--- src/rtl/pam_pkg.sv ---
// Shared constants, request and state types of the port pin block.
package pam_pkg;

    // Port geometry: three 8-bit ports, flattened pin index is port*8+bit.
    localparam int PORT_W   = 8;
    localparam int PORT_CNT = 3;
    localparam int PIN_CNT  = 24;

    // Port numbers seen on the request port.
    localparam logic [1:0] PORT_CONV = 2'h0;
    localparam logic [1:0] PORT_DBG  = 2'h1;
    localparam logic [1:0] PORT_OSC  = 2'h2;

    // Flattened pin positions of the shared oscillator and debug pins.
    localparam int PIN_MAIN_IN  = 17;
    localparam int PIN_MAIN_OUT = 18;
    localparam int PIN_SUB_IN   = 19;
    localparam int PIN_SUB_OUT  = 20;
    localparam int PIN_DBG_A    = 9;
    localparam int PIN_DBG_B    = 10;

    // Field positions inside the clock operation mode register.
    localparam int MODE_MAIN_EXT = 7;
    localparam int MODE_MAIN_SEL = 6;
    localparam int MODE_SUB_EXT  = 5;
    localparam int MODE_SUB_SEL  = 4;

    // Values after reset.
    localparam logic [7:0] LATCH_RST = 8'h00;
    localparam logic [7:0] DIR_RST   = 8'hff;
    localparam logic [3:0] CFG_RST   = 4'h0;
    localparam logic [2:0] CHAN_RST  = 3'h0;
    localparam logic [7:0] MODE_RST  = 8'h00;

    // Configuration code that makes all eight converter pins digital.
    localparam logic [3:0] CFG_ALL_DIGITAL = 4'h8;

    // Request operations, one-hot.
    typedef enum logic [7:0] {
        OP_WR_DATA = 8'h01,
        OP_RD_DATA = 8'h02,
        OP_BIT_SET = 8'h04,
        OP_BIT_CLR = 8'h08,
        OP_WR_DIR  = 8'h10,
        OP_WR_CFG  = 8'h20,
        OP_WR_CHAN = 8'h40,
        OP_WR_MODE = 8'h80
    } pam_op_e;

    typedef struct packed {
        logic       valid;
        pam_op_e    op;
        logic [1:0] port;
        logic [2:0] bit_idx;
        logic [7:0] data;
    } pam_req_s;

    typedef struct packed {
        logic       valid;
        logic [7:0] data;
    } pam_rsp_s;

    typedef struct packed {
        logic s1;
        logic s2;
    } pam_sync_s;

    typedef struct packed {
        logic [PORT_CNT-1:0][PORT_W-1:0] latch;
        logic [PORT_CNT-1:0][PORT_W-1:0] dir;
        logic [3:0]                      cfg;
        logic [2:0]                      chan;
        logic [7:0]                      mode;
        logic [PIN_CNT-1:0]              pin_out;
        logic [PIN_CNT-1:0]              pin_oe;
        pam_rsp_s                        rsp;
        logic [PORT_W-1:0]               adc_select;
        logic                            adc_sample;
        logic [3:0]                      dbg_mode;
    } pam_state_s;

endpackage

--- src/rtl/pam_pin_sync.sv ---
// Two-stage synchroniser for one pin input.
`timescale 1ns/10ps
module pam_pin_sync #(
    parameter logic RST_LEVEL = 1'b0
) (
    input  wire logic ref_clk,
    input  wire logic sys_rst,
    input  wire logic clk_en,
    input  wire logic pad_in,
    output logic      level
);

    pam_pkg::pam_sync_s st_reg;
    pam_pkg::pam_sync_s st_next;

    // The first stage feeds only the second stage.
    always_comb begin
        st_next = st_reg;
        if (clk_en) begin
            st_next.s1 = pad_in;
            st_next.s2 = st_reg.s1;
        end
    end

    // State register with asynchronous reset to a constant.
    always_ff @(posedge ref_clk or posedge sys_rst) begin
        if (sys_rst) begin
            st_reg <= '{s1: RST_LEVEL, s2: RST_LEVEL};
        end else begin
            st_reg <= st_next;
        end
    end

    assign level = st_reg.s2;

endmodule

--- src/rtl/pam_port_block.sv ---
// Port pins with direction, latches, converter, oscillator and debug sharing.
`timescale 1ns/10ps
// Operation
// RL1: Analog, input and channel-selected converter pin is the sampled input.
// RL2: Analog input pin not selected stays analog, undriven, not converted.
// RL3: Converter pin role follows pin config, channel select and direction.
// RL4: Alternate inputs need direction bit 1; latch then ignored.
// RL5: Alternate outputs need direction 0, latch 0; serial clocks latch 1.
// RL6: Software selects oscillator mode before pins serve as clock pins.
// RL7: Clock mode register resets to zero; oscillator pins are ports.
// RL8: Oscillator-owned pins ignore direction bit and output latch.
// RL9: With debug active, four pins become debug mode-setting inputs.
// RL10: Input-direction bit: write updates latch, read returns pin level.
// RL11: Bit instruction reads whole byte, changes one bit, writes byte.
// RL12: Bit write-back may copy input pin levels into their latches.
// RL13: Software rewrites latch when switching a port to output.
// RL14: Latches clear on reset and otherwise hold the last write.
// RL15: Output-direction bit reads return the latch unchanged.
// RL16: Digital input shows pin level; digital output drives the latch.
module pam_port_block (
    input  wire logic                  ref_clk,
    input  wire logic                  sys_rst,
    input  wire logic                  clk_en,
    input  pam_pkg::pam_req_s          req,
    input  wire logic                  debug_active,
    input  wire logic [23:0]           pin_in,
    output logic      [23:0]           pin_out,
    output logic      [23:0]           pin_oe,
    output pam_pkg::pam_rsp_s          rsp,
    output logic      [7:0]            adc_select,
    output logic                       adc_sample,
    output logic      [7:0]            clock_mode,
    output logic      [3:0]            debug_mode_set_pin
);

    pam_pkg::pam_state_s st;
    pam_pkg::pam_state_s st_next;

    logic [23:0]     pin_sync;
    logic [7:0]      analog;
    logic [23:0]     blocked;
    logic [2:0][7:0] rd_view;

    // Every pin input passes two flip-flops before use.
    for (genvar g = 0; g < pam_pkg::PIN_CNT; g++) begin : g_sync
        pam_pin_sync #(
            .RST_LEVEL (1'b0)
        ) u_sync (
            .ref_clk (ref_clk),
            .sys_rst (sys_rst),
            .clk_en  (clk_en),
            .pad_in  (pin_in[g]),
            .level   (pin_sync[g])
        );
    end

    // Classify each pin and form the byte view that a read returns.
    always_comb begin
        analog  = '0;
        blocked = '0;
        for (int i = 0; i < 8; i++) begin
            analog[i] = (st.cfg <= pam_pkg::CFG_ALL_DIGITAL)
                        && (4'(i) >= st.cfg);                      // [RL3]
        end
        blocked[7:0] = analog;                                     // [RL2]
        // Oscillator modes take pins away from the port.
        blocked[pam_pkg::PIN_MAIN_IN]  = st.mode[pam_pkg::MODE_MAIN_SEL]
            && !st.mode[pam_pkg::MODE_MAIN_EXT];                   // [RL8]
        blocked[pam_pkg::PIN_MAIN_OUT] = st.mode[pam_pkg::MODE_MAIN_SEL];
        blocked[pam_pkg::PIN_SUB_IN]   = st.mode[pam_pkg::MODE_SUB_SEL]
            && !st.mode[pam_pkg::MODE_SUB_EXT];
        blocked[pam_pkg::PIN_SUB_OUT]  = st.mode[pam_pkg::MODE_SUB_SEL];
        // Debug use overrides the normal role of four pins.
        if (debug_active) begin                                    // [RL9]
            blocked[pam_pkg::PIN_MAIN_IN]  = 1'b1;
            blocked[pam_pkg::PIN_MAIN_OUT] = 1'b1;
            blocked[pam_pkg::PIN_DBG_A]    = 1'b1;
            blocked[pam_pkg::PIN_DBG_B]    = 1'b1;
        end
        for (int p = 0; p < pam_pkg::PORT_CNT; p++) begin
            for (int b = 0; b < pam_pkg::PORT_W; b++) begin
                if (st.dir[p][b]) begin
                    rd_view[p][b] = blocked[p*8+b] ? 1'b0
                                    : pin_sync[p*8+b];             // [RL10]
                end else begin
                    rd_view[p][b] = st.latch[p][b];                // [RL15]
                end
            end
        end
    end

    // Request decode, register update and registered pin outputs.
    always_comb begin
        logic [7:0] cur;
        logic       hit;
        cur     = 8'h00;
        hit     = req.port <= pam_pkg::PORT_OSC;
        st_next = st;
        st_next.rsp.valid = 1'b0;
        if (hit) begin
            cur = rd_view[req.port];
        end
        if (req.valid) begin
            unique case (req.op)
                pam_pkg::OP_WR_DATA: begin
                    if (hit) begin
                        st_next.latch[req.port] = req.data;        // [RL10]
                    end
                end
                pam_pkg::OP_RD_DATA: begin
                    st_next.rsp.valid = 1'b1;
                    st_next.rsp.data  = cur;                       // [RL15]
                end
                pam_pkg::OP_BIT_SET, pam_pkg::OP_BIT_CLR: begin
                    // Whole byte is read, one bit changed, byte written.
                    cur[req.bit_idx] = (req.op == pam_pkg::OP_BIT_SET);
                    if (hit) begin
                        st_next.latch[req.port] = cur;     // [RL11] [RL12]
                    end
                end
                pam_pkg::OP_WR_DIR: begin
                    if (hit) begin
                        st_next.dir[req.port] = req.data;
                    end
                end
                pam_pkg::OP_WR_CFG:  st_next.cfg  = req.data[3:0];
                pam_pkg::OP_WR_CHAN: st_next.chan = req.data[2:0];
                pam_pkg::OP_WR_MODE: st_next.mode = req.data;
                default: ;
            endcase
        end
        for (int i = 0; i < pam_pkg::PIN_CNT; i++) begin
            st_next.pin_out[i] = st_next.latch[i/8][i%8];          // [RL16]
            st_next.pin_oe[i]  = !st_next.dir[i/8][i%8]
                                 && !blocked[i];           // [RL1] [RL8]
        end
        for (int i = 0; i < 8; i++) begin
            st_next.adc_select[i] = analog[i] && st.dir[0][i]
                                    && (st.chan == 3'(i));         // [RL1]
        end
        st_next.adc_sample = |st_next.adc_select;
        st_next.dbg_mode = debug_active ? {pin_sync[pam_pkg::PIN_DBG_B],
            pin_sync[pam_pkg::PIN_DBG_A], pin_sync[pam_pkg::PIN_MAIN_OUT],
            pin_sync[pam_pkg::PIN_MAIN_IN]} : 4'h0;                // [RL9]
        if (!clk_en) begin
            st_next = st;
        end
    end

    // State register; latches and clock mode clear on reset.
    always_ff @(posedge ref_clk or posedge sys_rst) begin
        if (sys_rst) begin
            st            <= '0;
            st.latch      <= {3{pam_pkg::LATCH_RST}};              // [RL14]
            st.dir        <= {3{pam_pkg::DIR_RST}};
            st.cfg        <= pam_pkg::CFG_RST;
            st.chan       <= pam_pkg::CHAN_RST;
            st.mode       <= pam_pkg::MODE_RST;                    // [RL7]
        end else begin
            st <= st_next;
        end
    end

    assign pin_out            = st.pin_out;
    assign pin_oe             = st.pin_oe;
    assign rsp                = st.rsp;
    assign adc_select         = st.adc_select;
    assign adc_sample         = st.adc_sample;
    assign clock_mode         = st.mode;
    assign debug_mode_set_pin = st.dbg_mode;

    logic [7:0] exp_rmw;
    always_comb begin
        exp_rmw = (req.port <= pam_pkg::PORT_OSC) ? rd_view[req.port] : 8'h00;
        exp_rmw[req.bit_idx] = (req.op == pam_pkg::OP_BIT_SET);
    end
endmodule

--- config.mk ---
export PLATFORM = sky130hd
export DESIGN_NAME = pam_port_block
export DESIGN_NICKNAME = d
export VERILOG_FILES = /design/src/rtl/pam_pkg.sv /design/src/rtl/pam_pin_sync.sv /design/src/rtl/pam_port_block.sv
export SDC_FILE = /design/constraint.sdc
export NUM_CORES = 1
export LEC_CHECK = 0
export BUFFER_PORTS_ARGS = -buffer_cell sky130_fd_sc_hd__buf_2
export CAP_MARGIN = 20
export CELL_PAD_IN_SITES_DETAIL_PLACEMENT = 1
export CELL_PAD_IN_SITES_GLOBAL_PLACEMENT = 1
export CORE_AREA = 2 2 113 170
export CTS_BUF_LIST = sky130_fd_sc_hd__clkbuf_16
export CTS_CLUSTER_SIZE = 24
export DETAILED_ROUTE_END_ITERATION = 12
export DIE_AREA = 0 0 115 172
export GPL_TIMING_DRIVEN = 0
export PLACE_DENSITY_LB_ADDON = 0.1
export SKIP_LAST_GASP = 1
export SYNTH_ARGS = -nofsm -noshare
export SYNTH_HDL_FRONTEND = slang
export SYNTH_HIERARCHICAL = 1
export SYNTH_SLANG_ARGS = --single-unit
--- constraint.sdc ---
create_clock -name ref_clk -period 9.7 [get_ports ref_clk]
set_clock_uncertainty 0.15 [all_clocks]
set_input_delay 0.485 -clock ref_clk [delete_from_list [all_inputs] [get_ports ref_clk]]
set_output_delay 0.485 -clock ref_clk [all_outputs]
set_load 0.02 [all_outputs]
==> flow_metrics.py <==
metrics = {
    "timing": {
        "final.period_utilization_pct": 28.3,
        "finalHoldViolations": 0,
        "period_minus_slack_ns": 2.75,
        "worstMarginPinSlew_ns": 0.803,
        "fmax_mhz": 364,
        "setup_viol": 0,
        "fin_tns_setup_ns": 0,
        "grt_setup_unrepaired": "false",
        "max_slew_margin_pct": 45.8,
        "slew_violations": 0,
    },
    "floorplanning": {
        "die_h_um": 172,
        "die-area_sq_mm": 0.0198,
        "io_pins": 128,
        "start_util_pct": 44.2,
        "rows": 61,
        "core-area_sq_mm": 0.0183,
        "die-width_um": 115,
    },
    "global_route": {
        "grt_max_degree": 62,
        "antenna_found_initial": 0,
        "grt_pass1_vias": 6405,
        "grt-ovfl-total": 0,
        "grt_first_pass_wirelength_mm": 36.2,
        "grtUsageTotal_pct": 24.8,
    },
    "clock_tree": {
        "hold_buffers": 0,
        "cts-buffers-inserted": 17,
        "htreeDepth": 4,
        "cts_buffer_depth": 2,
        "root_buffer": "clkbuf_16",
        "cts.repair.resized": 0,
        "cts_tree": "done",
        "clock_latency_ns": 0.43,
        "cts.sinks": 157,
        "cts_setup_buffers": 0,
        "clkTransAtPathRegs_ns": 0.06,
    },
    "power": {
        "peakVddDrop_uv": 99.1,
        "p_sw_uw": 401,
        "power.internal_mw": 1.12,
        "p_sw_share_pct": 26.4,
        "powerDensity_mw_per_mm2": 158,
        "p_clk_share_pct": 41.3,
        "pwr-share-seq_pct": 47.6,
        "leakagePower_nw": 4.54,
        "combPwrFrac_pct": 11.1,
    },
    "yosys": {
        "async_flop_share_pct": 100,
        "ys_top_cells_by_area": "dfrtp_1, mux2_2, dfstp_2",
        "synth_top_area_share_pct": 41.1,
        "avgSynthCellArea_sq_um": 11.5,
        "synth_top_cell_by_area": "dfrtp_1",
        "ys_ff_latch": 157,
        "synth_ff_type": "dfrtp_1",
        "yosysSeqAreaShare_pct": 48.9,
        "yosys_warnings": 6,
        "ys_types": 66,
        "synth_edf_count": 0,
        "syn_area_sq_mm": 0.00810,
        "syn_nets": 757,
        "synth_cells": 707,
    },
    "min_path": {
        "hold_class": "primary input to asynchronous set/reset pin",
    },
    "cells_and_area": {
        "n_antenna_cell": 0,
        "areaGrowthSynthToFinish_pct": 18.5,
        "layout_commonest_cell": "dfrtp_1",
        "largest_register_ffs": 53,
        "final_cell_mix": "dfrtp_1, buf_2, mux2_2",
        "nNetsFinal": 903,
        "drive_gt1_share_pct": 46.1,
        "stdcell_area_sq_mm": 0.00960,
    },
    "routing": {
        "viasPerCell": 5.59,
        "wire_per_inst_um": 22.0,
        "ant_nets": 0,
        "drtPass1Iterations": 4,
        "drt_iter0_drc": 228,
        "drt_wl_total_mm": 23.9,
        "num_vias": 6073,
        "drc": 0,
    },
    "run": {
        "maxCapViolations": 0,
    },
    "place": {
        "placed_cell_area_sq_mm": 0.00905,
        "port_buffers": 125,
        "place.gp.congestion": 0.941,
        "hpwlAfterDp_mm": 18.2,
    },
    "status": {
        "status": "completed",
    },
    "worst_setup_path": {
        "crit_fanout": 9,
        "cp.required_ns": 9.92,
        "worstPathArrival_ns": 2.96,
        "worst-setup-path-type": "primary input to flip-flop",
        "critPathLaunchType": "primary input",
        "crit_path_end_kind": "flip-flop",
    },
}
==> worst max-delay path, cell delays in order <==
cell	delay (ns)
buf_2	0.15
nor4_1	0.70
and4b_1	0.38
nand2_1	0.39
mux2i_1	0.60
mux2_2	0.25
==> path summary, 6_finish.rpt <==
check	startpoint	cells past startpoint	end	slack, ns
min reg2reg	rsp[7]	2	rsp[7]	0.34
min	sys_rst	2	g_sync[23].u_sync/st_reg[1]	0.02
max reg2reg	st[84]	6	pin_out[7]	7.03
max	req[13]	6	pin_oe[12]	6.95
min in group ref_clk	pin_in[22]	2	g_sync[22].u_sync/st_reg[1]	0.13
max in group asynchronous	sys_rst	3	st[103]	8.26
==> cell type report <==
class                      count  area (sq um)
sequential                   157          3960
tap                          220           275
buffer                       108           706
clock inverter                15           123
clock buffer                  17           425
multi-input combinational    407          3300
fill                        2018          8720
inverter                      35           134
timing repair buffer         127           673
==> cell usage after synthesis, types with 3 or more instances <==
| cell type | count |
|---|---|
| clkbuf_1 | 25 |
| o22a_1 | 10 |
| and3_1 | 3 |
| nand3b_1 | 3 |
| or2_2 | 5 |
| a311o_1 | 3 |
| mux2i_1 | 18 |
| buf_2 | 3 |
| nand3_1 | 20 |
| o21ai_0 | 27 |
| o2bb2ai_1 | 13 |
| nor4_1 | 7 |
| o2111ai_1 | 3 |
| a21oi_1 | 12 |
| a2111oi_4 | 3 |
| o32a_1 | 5 |
| a31oi_1 | 7 |
| nor3_1 | 3 |
| nor2_2 | 3 |
| nor2b_1 | 8 |
| nand2_1 | 38 |
| o211ai_1 | 3 |
| inv_1 | 35 |
| buf_4 | 77 |
| nand2b_1 | 12 |
| a21o_1 | 5 |
| nand4bb_1 | 3 |
| nand4b_1 | 6 |
| mux2_2 | 122 |
| dfrtp_1 | 133 |
| nor3b_1 | 4 |
| nor4b_1 | 3 |
| or4_1 | 3 |
| dfstp_2 | 24 |
| nor2_1 | 20 |
==> metrics by stage <==
step                worst slack (ns)  power, mW  utilization [%]  instances  hold slack, ns
floorplan                       6.23      0.830                -        707          0.0762
global route                    6.86       1.58             52.4       1086          0.0443
global placement                4.50      0.894             49.1       1052           0.318
finish                          6.95       1.52             52.4       1086          0.0184
detailed placement              6.58      0.905             49.4       1054           0.329
CTS                             7.02       1.53             52.4       1086          0.0373
==> power by group through the flow <==
stage	logic (mW)	clock network [mW]	registers, mW
finish	0.168	0.628	0.723
detailed placement	0.170	0	0.735
floorplan	0.110	0	0.720
global route	0.184	0.667	0.727
global placement	0.162	0	0.732
CTS	0.171	0.641	0.723
==> cell families (layout without fill, tap and decap cells) <==
logic type             Yosys count  after routing  share of synthesized area, %
buffers and inverters          143            302                          10.3
XOR/XNOR                         1              1                         0.108
AND/OR/NAND/NOR                153            153                          10.7
AO/OA/AOI/OAI                  112            112                          10.7
multiplexers                   141            141                          19.3
flip-flops                     157            157                          48.9
==> metal layers <==
layer | global-route usage (%) | routed length [um] | vias to the layer above
met5 | 0 | 0 | -
met1 | 30.3 | 9850 | 3128
li1 | - | - | 2754
met4 | 10.8 | 824 | 0
met3 | 4.28 | 876 | 36
met2 | 42.9 | 12300 | 155
Power figures use the tool's default switching activity.
